[src/rtl/lsl_pkg.sv]
// constants for the status-lamp and strap block: register map, fields, modes, timing
// assumes a 100 MHz pclk and an APB master with 32-bit data
package lsl_pkg;

  // apb geometry
  localparam int unsigned APB_AW = 12;
  localparam int unsigned APB_DW = 32;

  // register indices; byte address is four times the index
  localparam logic [4:0] IDX_CTRL = 5'h00;
  localparam logic [4:0] IDX_STAT = 5'h01;
  localparam logic [4:0] IDX_ADV  = 5'h04;
  localparam logic [4:0] IDX_LAMP = 5'h1F;

  // control register fields
  localparam int unsigned CTRL_AN_BIT  = 12;
  localparam int unsigned CTRL_SPD_BIT = 13;

  // advertisement register field
  localparam int unsigned ADV_SPD_BIT = 7;

  // lamp configuration field
  localparam int unsigned LAMP_LO = 4;
  localparam int unsigned LAMP_HI = 5;

  // status register fields
  localparam int unsigned STAT_LINK_BIT = 0;
  localparam int unsigned STAT_SPD_BIT  = 1;
  localparam int unsigned STAT_ACT_BIT  = 2;
  localparam int unsigned STAT_DONE_BIT = 3;

  // lamp modes
  localparam logic [1:0] LAMP_MODE_00  = 2'h0;
  localparam logic [1:0] LAMP_MODE_01  = 2'h1;
  localparam logic [1:0] LAMP_MODE_RST = 2'h0;

  // reset values of software-visible bits before the straps land
  localparam logic       CTRL_AN_RST  = 1'h1;
  localparam logic       CTRL_SPD_RST = 1'h1;

  // timing: half period of the activity blink
  localparam int unsigned CLK_MHZ           = 100;
  localparam int unsigned BLINK_HALF_MS     = 40;
  localparam int unsigned BLINK_HALF_CYCLES = BLINK_HALF_MS * CLK_MHZ * 1000;

  // strap capture sequence
  typedef enum logic [0:0] {
    STRAP_WAIT,
    STRAP_RUN
  } lsl_strap_state_t;

endpackage

[src/rtl/lsl_lamp_strap.sv]
// status-lamp driver with strap capture and an apb register slave
// assumes pins are synchronous to pclk and pad pull-ups follow lamp_pullup_en
//
// Design decisions made here: the APB register port and the register addresses.
`timescale 1ns/100ps
module lsl_lamp_strap
  import lsl_pkg::*;
#(
  parameter int unsigned BLINK_CYCLES = lsl_pkg::BLINK_HALF_CYCLES
) (
  input  wire logic                         pclk,
  input  wire logic                         presetn,
  input  wire logic                         ce,
  input  wire logic                         psel,
  input  wire logic                         penable,
  input  wire logic                         pwrite,
  input  wire logic [lsl_pkg::APB_AW-1:0]   paddr,
  input  wire logic [lsl_pkg::APB_DW-1:0]   pwdata,
  input  wire logic [3:0]                   pstrb,
  output logic [lsl_pkg::APB_DW-1:0]        prdata,
  output logic                              pready,
  output logic                              pslverr,
  input  wire logic                         link_up,
  input  wire logic                         speed_100,
  input  wire logic                         activity,
  input  wire logic                         link_activity_lamp_i,
  output logic                              link_activity_lamp_o,
  output logic                              link_activity_lamp_oe,
  input  wire logic                         speed_activity_lamp_i,
  output logic                              speed_activity_lamp_o,
  output logic                              speed_activity_lamp_oe,
  output logic                              lamp_pullup_en,
  output logic                              autoneg_enable,
  output logic                              speed_select_100,
  output logic                              adv_speed_100
);
  import lsl_pkg::*;

  lsl_strap_state_t strap_reg;
  logic             strap_done;
  logic             an_reg;
  logic             spd_reg;
  logic             adv_reg;
  logic [1:0]       lamp_mode_reg;
  logic             link_lamp_reg;
  logic             spd_lamp_reg;
  logic             act_active;
  logic             act_phase;
  logic             blink_low;
  logic             setup_ph;
  logic             wr_access;
  logic             hit;
  logic [APB_DW-1:0] rd_next;

  // byte address of a register index
  function automatic logic [APB_AW-1:0] reg_addr(input logic [4:0] idx);
    reg_addr = {{(APB_AW-7){1'b0}}, idx, 2'b00};
  endfunction

  // true when the bus address selects the given register
  function automatic logic sel_reg(input logic [APB_AW-1:0] a, input logic [4:0] idx);
    sel_reg = (a == reg_addr(idx));
  endfunction

  // activity stretcher and blink phase
  lsl_blinker #(
    .HALF_CYCLES (BLINK_CYCLES)
  ) u_blinker (
    .pclk     (pclk),
    .presetn  (presetn),
    .ce       (ce),
    .act_i    (activity),
    .active_o (act_active),
    .phase_o  (act_phase)
  );

  assign blink_low = act_active & ~act_phase;

  // strap sequence: wait in reset, capture on first enabled edge after release
  always_ff @(posedge pclk or negedge presetn) begin
    if (!presetn) begin
      strap_reg <= STRAP_WAIT;
    end else if (ce) begin
      case (strap_reg)
        STRAP_WAIT: strap_reg <= STRAP_RUN;
        STRAP_RUN:  strap_reg <= STRAP_RUN;
        default:    strap_reg <= STRAP_WAIT;
      endcase
    end
  end

  assign strap_done = (strap_reg == STRAP_RUN);

  // pads are inputs with pull-ups until straps are taken
  always_ff @(posedge pclk or negedge presetn) begin
    if (!presetn) begin
      lamp_pullup_en         <= 1'b1;
      link_activity_lamp_oe  <= 1'b0;
      speed_activity_lamp_oe <= 1'b0;
    end else if (ce && strap_reg == STRAP_WAIT) begin
      lamp_pullup_en         <= 1'b0;
      link_activity_lamp_oe  <= 1'b1;
      speed_activity_lamp_oe <= 1'b1;
    end
  end

  // apb phase decode
  assign setup_ph  = psel & ~penable;
  assign wr_access = psel & penable & pwrite;
  assign hit       = sel_reg(paddr, IDX_CTRL) || sel_reg(paddr, IDX_STAT) ||
                     sel_reg(paddr, IDX_ADV) || sel_reg(paddr, IDX_LAMP);
  assign pready    = 1'b1;
  assign pslverr   = psel & penable & ~hit;

  // control bits: strap capture first, then software writes
  always_ff @(posedge pclk or negedge presetn) begin
    if (!presetn) begin
      an_reg  <= CTRL_AN_RST;
      spd_reg <= CTRL_SPD_RST;
    end else if (ce) begin
      if (strap_reg == STRAP_WAIT) begin
        an_reg  <= link_activity_lamp_i;
        spd_reg <= speed_activity_lamp_i;
      end else if (wr_access && sel_reg(paddr, IDX_CTRL) && pstrb[1]) begin
        an_reg  <= pwdata[CTRL_AN_BIT];
        spd_reg <= pwdata[CTRL_SPD_BIT];
      end
    end
  end

  // advertised speed capability follows the speed strap
  always_ff @(posedge pclk or negedge presetn) begin
    if (!presetn) begin
      adv_reg <= CTRL_SPD_RST;
    end else if (ce) begin
      if (strap_reg == STRAP_WAIT) begin
        adv_reg <= speed_activity_lamp_i;
      end else if (wr_access && sel_reg(paddr, IDX_ADV) && pstrb[0]) begin
        adv_reg <= pwdata[ADV_SPD_BIT];
      end
    end
  end

  // shared lamp mode field
  always_ff @(posedge pclk or negedge presetn) begin
    if (!presetn) begin
      lamp_mode_reg <= LAMP_MODE_RST;
    end else if (ce && wr_access && sel_reg(paddr, IDX_LAMP) && pstrb[0]) begin
      lamp_mode_reg <= pwdata[LAMP_HI:LAMP_LO];
    end
  end

  assign autoneg_enable   = an_reg;
  assign speed_select_100 = spd_reg;
  assign adv_speed_100    = adv_reg;

  // read mux
  always_comb begin
    rd_next = '0;
    if (sel_reg(paddr, IDX_CTRL)) begin
      rd_next[CTRL_AN_BIT]  = an_reg;
      rd_next[CTRL_SPD_BIT] = spd_reg;
    end else if (sel_reg(paddr, IDX_STAT)) begin
      rd_next[STAT_LINK_BIT] = link_up;
      rd_next[STAT_SPD_BIT]  = speed_100;
      rd_next[STAT_ACT_BIT]  = act_active;
      rd_next[STAT_DONE_BIT] = strap_done;
    end else if (sel_reg(paddr, IDX_ADV)) begin
      rd_next[ADV_SPD_BIT] = adv_reg;
    end else if (sel_reg(paddr, IDX_LAMP)) begin
      rd_next[LAMP_HI:LAMP_LO] = lamp_mode_reg;
    end
  end

  // read data captured in the setup cycle, presented in the access cycle
  always_ff @(posedge pclk or negedge presetn) begin
    if (!presetn) begin
      prdata <= '0;
    end else if (ce && setup_ph && !pwrite) begin
      prdata <= rd_next;
    end
  end

  // link and activity lamp, high means off
  always_ff @(posedge pclk or negedge presetn) begin
    if (!presetn) begin
      link_lamp_reg <= 1'b1;
    end else if (ce) begin
      case (lamp_mode_reg)
        LAMP_MODE_00: link_lamp_reg <= ~link_up | (link_up & blink_low);
        LAMP_MODE_01: link_lamp_reg <= ~link_up;
        default:      link_lamp_reg <= 1'b1;
      endcase
    end
  end

  // speed or activity lamp, high means off
  always_ff @(posedge pclk or negedge presetn) begin
    if (!presetn) begin
      spd_lamp_reg <= 1'b1;
    end else if (ce) begin
      case (lamp_mode_reg)
        LAMP_MODE_00: spd_lamp_reg <= ~speed_100;
        LAMP_MODE_01: spd_lamp_reg <= ~(act_active & act_phase);
        default:      spd_lamp_reg <= 1'b1;
      endcase
    end
  end

  assign link_activity_lamp_o  = link_lamp_reg;
  assign speed_activity_lamp_o = spd_lamp_reg;

  chk_oe_in_reset: assert property (@(posedge pclk) disable iff (!presetn)
    !strap_done |-> (!link_activity_lamp_oe && !speed_activity_lamp_oe && lamp_pullup_en))
    else $error("lamp pins driven before strap capture");

  chk_oe_after_strap: assert property (@(posedge pclk) disable iff (!presetn)
    strap_done |-> (link_activity_lamp_oe && speed_activity_lamp_oe && !lamp_pullup_en))
    else $error("lamp pins not driven after strap capture");

  chk_strap_autoneg: assert property (@(posedge pclk) disable iff (!presetn)
    $rose(strap_done) |-> (autoneg_enable == $past(link_activity_lamp_i)))
    else $error("autoneg strap not latched from link lamp pin");

  chk_strap_speed: assert property (@(posedge pclk) disable iff (!presetn)
    $rose(strap_done) |-> (speed_select_100 == $past(speed_activity_lamp_i)))
    else $error("speed strap not latched from speed lamp pin");

  chk_adv_speed: assert property (@(posedge pclk) disable iff (!presetn)
    $rose(strap_done) |-> (adv_speed_100 == speed_select_100))
    else $error("advertised speed differs from speed strap");

  chk_link_only: assert property (@(posedge pclk) disable iff (!presetn)
    (ce && strap_done && lamp_mode_reg == LAMP_MODE_01) |=> (link_activity_lamp_o == !$past(link_up)))
    else $error("link lamp does not follow link in mode 01");

  chk_nolink_off: assert property (@(posedge pclk) disable iff (!presetn)
    (ce && lamp_mode_reg == LAMP_MODE_00 && !link_up) |=> link_activity_lamp_o)
    else $error("link lamp lit without link in mode 00");

  chk_speed_lamp: assert property (@(posedge pclk) disable iff (!presetn)
    (ce && strap_done && lamp_mode_reg == LAMP_MODE_00) |=> (speed_activity_lamp_o == !$past(speed_100)))
    else $error("speed lamp does not follow speed in mode 00");

  chk_reserved_off: assert property (@(posedge pclk) disable iff (!presetn)
    (ce && lamp_mode_reg[1]) |=> (link_activity_lamp_o && speed_activity_lamp_o))
    else $error("lamp lit in reserved mode");

  chk_mode_write: assert property (@(posedge pclk) disable iff (!presetn)
    (ce && wr_access && sel_reg(paddr, IDX_LAMP) && pstrb[0]) |=>
      (lamp_mode_reg == $past(pwdata[LAMP_HI:LAMP_LO])))
    else $error("lamp mode write not stored");

  chk_link_blink: assert property (@(posedge pclk) disable iff (!presetn)
    (ce && strap_done && lamp_mode_reg == LAMP_MODE_00 && link_up) |=> (link_activity_lamp_o == $past(blink_low)))
    else $error("link lamp does not blink with activity in mode 00");

  chk_act_lamp: assert property (@(posedge pclk) disable iff (!presetn)
    (ce && strap_done && lamp_mode_reg == LAMP_MODE_01) |=>
      (speed_activity_lamp_o == !$past(act_active && act_phase)))
    else $error("speed lamp does not show activity in mode 01");

  chk_lamps_dark_reset: assert property (@(posedge pclk) disable iff (!presetn)
    !strap_done |-> (link_activity_lamp_o && speed_activity_lamp_o))
    else $error("lamp level left its reset value before strap capture");

  chk_pull_release: assert property (@(posedge pclk) disable iff (!presetn)
    $rose(strap_done) |-> ($past(lamp_pullup_en) && !lamp_pullup_en))
    else $error("pad pull-ups not released at strap capture");

  chk_strap_once: assert property (@(posedge pclk) disable iff (!presetn)
    strap_done |=> strap_done)
    else $error("strap capture repeated without a reset");

  chk_autoneg_kept: assert property (@(posedge pclk) disable iff (!presetn)
    (strap_done && !(wr_access && sel_reg(paddr, IDX_CTRL) && pstrb[1])) |=> $stable(autoneg_enable))
    else $error("autoneg strap value changed without a control write");

  chk_speed_kept: assert property (@(posedge pclk) disable iff (!presetn)
    (strap_done && !(wr_access && sel_reg(paddr, IDX_CTRL) && pstrb[1])) |=> $stable(speed_select_100))
    else $error("speed strap value changed without a control write");

endmodule

[src/rtl/lsl_blinker.sv]
// activity stretcher and blink phase generator
// assumes act_i is a one-cycle or level activity indication synchronous to pclk
`timescale 1ns/100ps
module lsl_blinker #(
  parameter int unsigned HALF_CYCLES = 4000000
) (
  input  wire logic pclk,
  input  wire logic presetn,
  input  wire logic ce,
  input  wire logic act_i,
  output logic      active_o,
  output logic      phase_o
);
  localparam int unsigned HOLD = 2 * HALF_CYCLES;
  localparam int unsigned CW   = $clog2(HOLD + 1);
  localparam logic [CW-1:0] HOLD_V = CW'(HOLD);
  localparam logic [CW-1:0] HALF_V = CW'(HALF_CYCLES);
  localparam logic [CW-1:0] ONE_V  = CW'(1);

  logic [CW-1:0] hold_reg;
  logic [CW-1:0] half_reg;

  // refuse blink periods the counters cannot serve
  if (HALF_CYCLES < 2) begin : g_bad_half
    $error("lsl_blinker: HALF_CYCLES must be at least 2");
  end

  // each activity event reloads a full blink of on-time
  always_ff @(posedge pclk or negedge presetn) begin
    if (!presetn) begin
      hold_reg <= '0;
    end else if (ce) begin
      if (act_i) begin
        hold_reg <= HOLD_V;
      end else if (hold_reg != '0) begin
        hold_reg <= hold_reg - ONE_V;
      end
    end
  end

  // phase flips every half period while stretched, rests at 1 when idle
  always_ff @(posedge pclk or negedge presetn) begin
    if (!presetn) begin
      half_reg <= '0;
      phase_o  <= 1'b1;
    end else if (ce) begin
      if (hold_reg == '0 && !act_i) begin
        half_reg <= '0;
        phase_o  <= 1'b1;
      end else if (half_reg >= HALF_V - ONE_V) begin
        half_reg <= '0;
        phase_o  <= ~phase_o;
      end else begin
        half_reg <= half_reg + ONE_V;
      end
    end
  end

  assign active_o = (hold_reg != '0);

  chk_stretch_reload: assert property (@(posedge pclk) disable iff (!presetn)
    (ce && act_i) |=> (hold_reg == HOLD_V && active_o))
    else $error("activity did not reload the stretch counter");

endmodule

[config.mk]
export PLATFORM = sky130hd
export DESIGN_NAME = lsl_lamp_strap
export DESIGN_NICKNAME = d
export VERILOG_FILES = /design/src/rtl/lsl_pkg.sv /design/src/rtl/lsl_lamp_strap.sv /design/src/rtl/lsl_blinker.sv
export SDC_FILE = /design/constraint.sdc
export NUM_CORES = 1
export LEC_CHECK = 0
export BUFFER_PORTS_ARGS = -buffer_cell sky130_fd_sc_hd__clkbuf_2
export CAP_MARGIN = 20
export CORE_AREA = 2 2 70 121
export DETAILED_ROUTE_END_ITERATION = 8
export DIE_AREA = 0 0 72 123
export HOLD_SLACK_MARGIN = 0.08
export PLACE_DENSITY = 0.78
export SLEW_MARGIN = 15
export SYNTH_ARGS = -nofsm -noshare
export SYNTH_HDL_FRONTEND = slang
export SYNTH_SLANG_ARGS = --single-unit
[constraint.sdc]
create_clock -name pclk -period 2.3 [get_ports pclk]
set_input_delay 0.115 -clock pclk [delete_from_list [all_inputs] [get_ports pclk]]
set_output_delay 0.115 -clock pclk [all_outputs]
set_load 0.1 [all_outputs]
Word-level counts from Yosys, hierarchy flattened --
Index checks and enable logic that the tools add are counted.
Operators by class: add/subtract/negate cells 2, multiply operators 0, div/mod/pow operators 0, magnitude comparators 1, eq/ne operators 6, shift operators 0, muxes and demuxes 23, bitwise gates (word level) 15, reduce and logical (&&, ||, !) cells 26
Operators by type and width (number):
- two-way mux 23 bit | 4
- adder 23 x 1 -> 23 bit (second input constant) | 1
- >= comparator 23 x 22 -> 1 bit (second input constant) | 1
- logical NOT 23 bit | 1
- nonzero test 23 bit | 1
- subtractor 23 x 1 -> 23 bit (second input constant) | 1
- equality test 12 x 3 -> 1 bit (second input constant) | 1
- equality test 12 x 5 -> 1 bit (second input constant) | 1
- equality test 12 x 7 -> 1 bit (second input constant) | 1
- logical NOT 12 bit | 1
- logical AND 1 bit | 11
- two-way mux 1 bit | 11
- two-way mux 2 bit | 4
- AND reduction 2 bit | 4
- AND 1 bit | 7
- inverter 1 bit | 7
- two-way mux 6 bit | 1
- two-way mux 4 bit | 1
- inequality test 2 x 1 -> 1 bit (second input constant) | 2
- one-hot mux 1 bit (2 select lines) | 2
- nonzero test 2 bit | 2
- logical OR 1 bit | 3
- equality test 2 x 1 -> 1 bit (second input constant) | 1
- logical NOT 1 bit | 2
- other kinds (2) | 2
Storage, ports and cells: register bits after elaboration 66, bits in latches 0, memory bits (writable) 0, ROM bits 0, memories 0

Depth between registers and ports, before layout --
depth after elaboration 6, mapped depth 8, depth with buffers taken out 7

Cells and area by module --
Synthesis repeated with hierarchy kept, for this count alone.
Unflattened totals: cells, all modules 392, area total of the unflattened synthesis 3718.6 sq um
Modules (own cells, without submodules):
- lsl_blinker | times used 1, cells each 276, area each 2556.2 sq um, sequential area each 1177.4 sq um
- lsl_lamp_strap | times used 1, cells each 116, area each 1162.4 sq um, sequential area each 483.0 sq um

Least setup slack after synthesis --
OpenSTA, ideal clock, no wires.
path kind reg-to-reg, from reg u_blinker.hold_reg[9], to reg u_blinker.half_reg[11], library setup time 0.119 ns, arrival 2.326 ns, data required time 2.181 ns, slack -0.145 ns, stages on the path, launching flop included 8, cells stage by stage dfrtp_1 > or4_4 > or4_1 > buf_2 > o31a_1 > a21oi_4 > buf_4 > nor2_1
Between the ends: word-level cells in the longest chain between the ends 3
RTL lines:
- start, declared | RTL line lsl_blinker.sv:20 | logic [CW-1:0] hold_reg;
- start signal, assigned | RTL line lsl_blinker.sv:36 | hold_reg <= hold_reg - ONE_V;
- logical NOT 23 bit | RTL line lsl_blinker.sv:47 | if (hold_reg == '0 && !act_i) begin
- logical AND 1 bit | RTL line lsl_blinker.sv:47
- two-way mux 23 bit | RTL line lsl_blinker.sv:47
- end signal, assigned | RTL line lsl_blinker.sv:54 | half_reg <= half_reg + ONE_V;
- end, declared | RTL line lsl_blinker.sv:21 | logic [CW-1:0] half_reg;
Every way passes these cells. A chain may end at the register's enable or synchronous reset.

Final worst setup path --
from reg u_blinker.hold_reg[8], to reg u_blinker.hold_reg[17]
Between the ends: word-level cells in the longest chain between the ends 3, elaborated cells between the ends (all ways) 6
RTL lines (RTL line):
- subtractor 23 x 1 -> 23 bit / nonzero test 23 bit (equally long branches) | lsl_blinker.sv:36, lsl_blinker.sv:35
- two-way mux 23 bit / nonzero test 2 bit (equally long branches)
- two-way mux 23 bit / AND reduction 2 bit (equally long branches)
Parallel ways exist; a longest one is shown, timed or not. The select of a mux whose other input is x is not followed.

==> results.py <==
metrics = {
    "placed_design": {
        "place_congestion": 0.858,
        "pre_cts_ws_ns": -0.0952,
        "dp_hpwl_mm": 6.38,
        "portBuffers": 47,
        "place_inst": 557,
    },
    "route": {
        "wl_mm": 8.98,
        "first_pass_iters": 5,
        "ant_nets": 0,
        "remaining_drc_errors": 0,
        "wl_per_cell_um": 15.4,
        "vias_per_cell": 5.63,
        "drt-initial-drc-count": 164,
        "vias": 3288,
    },
    "synthesis": {
        "synth_cell_types": 55,
        "synth-edff-count": 0,
        "muxShareOfSynthArea": 0.0238,
        "synth_top_cell_by_area": "dfrtp_1",
        "synth_area_leaders": "dfrtp_1, buf_4, dfstp_2, nand2_1, nor2_1",
        "synth-simple-area-share": 0.265,
        "synth_xor_area_frac": 0.0451,
        "synthAdderAreaFrac": 0.00679,
        "ys_ff_latch": 66,
        "ys_seq_area_frac": 0.450,
        "synth_common_cells": "dfrtp_1, nand2_1, nor2_1",
        "synth.most_common_cell": "dfrtp_1",
        "synthCells": 401,
        "yosys_warnings": 0,
        "syn-cell-area_um2": 3690,
        "async_flop_share": 1.00,
        "synth-compound-area-share": 0.130,
        "synth_ff_type": "dfrtp_1",
        "synth.avg_cell_area_um2": 9.20,
        "yosys.area.top_type_share": 0.400,
        "synth_top_family_by_area": "simple AND/OR/NAND/NOR gates",
    },
    "die": {
        "die_y_um": 123,
        "core_area_um2": 7910,
        "initial_core_util": 0.466,
        "die_x_um": 72,
        "dieArea_um2": 8860,
        "rows": 43,
        "ioPinCount": 101,
    },
    "global_routing": {
        "grt_use_met1": 0.233,
        "grt_most_used_layer": "met2",
        "grt_pass1_vias": 3205,
        "grt_first_pass_wirelength_mm": 14.9,
        "met3_usage": 0.0456,
        "grt_max_degree": 51,
        "antenna_found_initial": 0,
        "grt-ovfl-total": 0,
        "met2_usage": 0.397,
        "grt.total_usage": 0.216,
    },
    "power_and_ir_drop": {
        "p_int_mw": 2.50,
        "switchingPower_mw": 1.32,
        "power_frac_comb": 0.271,
        "power_density_nw_per_um2": 821,
        "clockPowerShare": 0.346,
        "power_frac_seq": 0.383,
        "leakage_nw": 2.04,
        "sw_frac_of_total": 0.346,
        "ir_drop_mv": 0.384,
    },
    "sta": {
        "worstMarginPinSlew_ns": 0.693,
        "max_clock_freq_mhz": 420,
        "finalSetupViolations": 29,
        "hold_viol_final": 0,
        "hold_ws_ns": 0.139,
        "worst_slack_ns": -0.0815,
        "skew_ns": 0.00651,
        "slew_headroom": 0.538,
        "timing.final.crit_share": 1.04,
        "slew_viol_final": 0,
        "rsz0062_at_grt": "true",
        "period_needed_ns": 2.38,
    },
    "worst_setup_path": {
        "cp-end-kind": "flop",
        "path_max_fanout": 5,
        "cp_data_arrival_time_ns": 2.64,
        "cp.required_ns": 2.55,
        "reg2reg_depth": 5,
        "path_class": "flop to flop",
        "cp-start-kind": "flop",
    },
    "worst_hold_path": {
        "hp-class": "primary input to flop",
        "worstHoldPathCells": 4,
    },
    "finish": {
        "n_fill_cell": 692,
        "area_growth_pct": 26.4,
        "diodes": 0,
        "drive_gt1_frac": 0.291,
        "nNetsFinal": 550,
        "fin_util": 0.589,
        "finalNonFillerCells": 584,
    },
    "clock_network": {
        "cts-root-buf": "clkbuf_16",
        "path_clk_slew_ns": 0.06,
        "cts-buffers-inserted": 9,
        "cts_tree": "done",
        "cts_sinks": 66,
        "clock_path_buffers": 2,
        "htree_levels": 3,
        "clock_latency_ns": 0.33,
    },
    "status": {
        "violations": "negative setup slack",
        "outcome": "finished with violations",
    },
    "job": {
        "cap_violations": 0,
    },
}
[metrics by stage]
step / TNS, ns / power, mW / area [µm²]
6_report: -0.792 / 3.83 / 4660
4_1_cts: -0.201 / 3.81 / 4540
3_5_place_dp: -0.605 / 2.46 / 4170
5_1_grt: -2.85 / 4.03 / 4660
2_1_floorplan: -0.668 / 2.19 / 3800
3_3_place_gp: -0.0913 / 2.41 / 4170
[power by group through the flow]
stage	clock [mW]	sequential (mW)	combinational (mW)
detailed placement	0	1.47	0.988
CTS	1.35	1.46	1.00
finish	1.32	1.46	1.04
floorplan	0	1.54	0.646
global placement	0	1.46	0.952
global route	1.40	1.49	1.14
[worst max-delay path, cell delays in order (launching register included)]
cell and delay [ns]:
dfrtp_1 0.39, or4_4 0.55, or4_4 0.48, or4_4 0.54
o21a_1 0.20, nor3_2 0.14
[area by class of cell]
cell class / instances / area (µm²) / area share
well taps: 90 / 113 / 0.0242
clock inverters: 6 / 57.6 / 0.0123
repair buffers: 92 / 632 / 0.136
flip-flops and latches: 66 / 1660 / 0.356
inverters: 11 / 41.3 / 0.00886
clock buffers: 10 / 229 / 0.0491
multi-input cells: 309 / 1930 / 0.414
[layout by cell type, fill, tap and decap left out, types with 3 or more instances in the layout]
| master | n |
|---|---|
| and2_1 | 4 |
| a22o_1 | 3 |
| xor2_1 | 7 |
| nand2b_1 | 3 |
| or4_1 | 13 |
| o21ai_1 | 3 |
| dfstp_2 | 7 |
| and3_1 | 4 |
| inv_1 | 10 |
| buf_4 | 32 |
| nor2_1 | 35 |
| clkbuf_2 | 47 |
| dlygate4sd3_1 | 6 |
| nand2_1 | 45 |
| o31ai_1 | 10 |
| or2_2 | 7 |
| or4_4 | 3 |
| buf_6 | 5 |
| a31oi_1 | 4 |
| nand4_1 | 13 |
| or3_1 | 7 |
| clkbuf_16 | 9 |
| nor4_1 | 9 |
| nor3_1 | 12 |
| dfrtp_1 | 59 |
| nand3_1 | 14 |
| o31a_1 | 3 |
| clkinv_2 | 4 |
| nor4_2 | 3 |
| a21oi_1 | 14 |
| mux2_2 | 6 |
| xnor2_1 | 12 |
| conb_1 | 24 |
| o21ai_0 | 10 |
[layer usage]
metal  vias up  routed length (µm)
met1      1626                3530
li1       1580                   -
met2        70                5070
met3        12                 233
met5         -                   0
met4         0                 150
[logic make-up (layout without fill, tap and decap cells)]
| family | after synthesis | after routing |
|---|---|---|
| DFF | 66 | 66 |
| buffers and inverters | 48 | 119 |
| xor gates and xnor gates | 19 | 19 |
| muxes | 8 | 8 |
| adders and majority gates | 2 | 2 |
| and+or+nand+nor | 186 | 186 |
| other | 2 | 24 |
| AOI/OAI and AO/OA | 70 | 70 |
[path summary, 6_finish.rpt]
| path | slack, ns | start | endpoint |
|---|---|---|---|
| max | -0.08 | u_blinker.hold_reg[8]$_DFFE_PN0P_ | u_blinker.hold_reg[17]$_DFFE_PN0P_ |
| min | 0.14 | pwdata[13] | speed_select_100$_DFFE_PN1P_ |
| max reg2reg | -0.08 | u_blinker.hold_reg[8]$_DFFE_PN0P_ | u_blinker.hold_reg[17]$_DFFE_PN0P_ |
| min reg2reg | 0.49 | prdata[4]$_DFFE_PN0P_ | prdata[4]$_DFFE_PN0P_ |
| max in group asynchronous | 1.36 | presetn | lamp_pullup_en$_DFFE_PN1P_ |
| min in group asynchronous | 0.27 | presetn | u_blinker.hold_reg[6]$_DFFE_PN0P_ |
[repair_timing]
| item | in CTS | in global routing |
|---|---|---|
| pin swaps | 3 | 11 |
| gates cloned | 0 | 1 |
| buffers inserted | 3 | 1 |
| hold buffers | 6 | 0 |
| hold endpoints to repair | 22 | 0 |
| setup endpoints to repair | 21 | 44 |
| gates resized for setup | 3 | 27 |
Note: power is estimated with default switching activity, not from simulation.
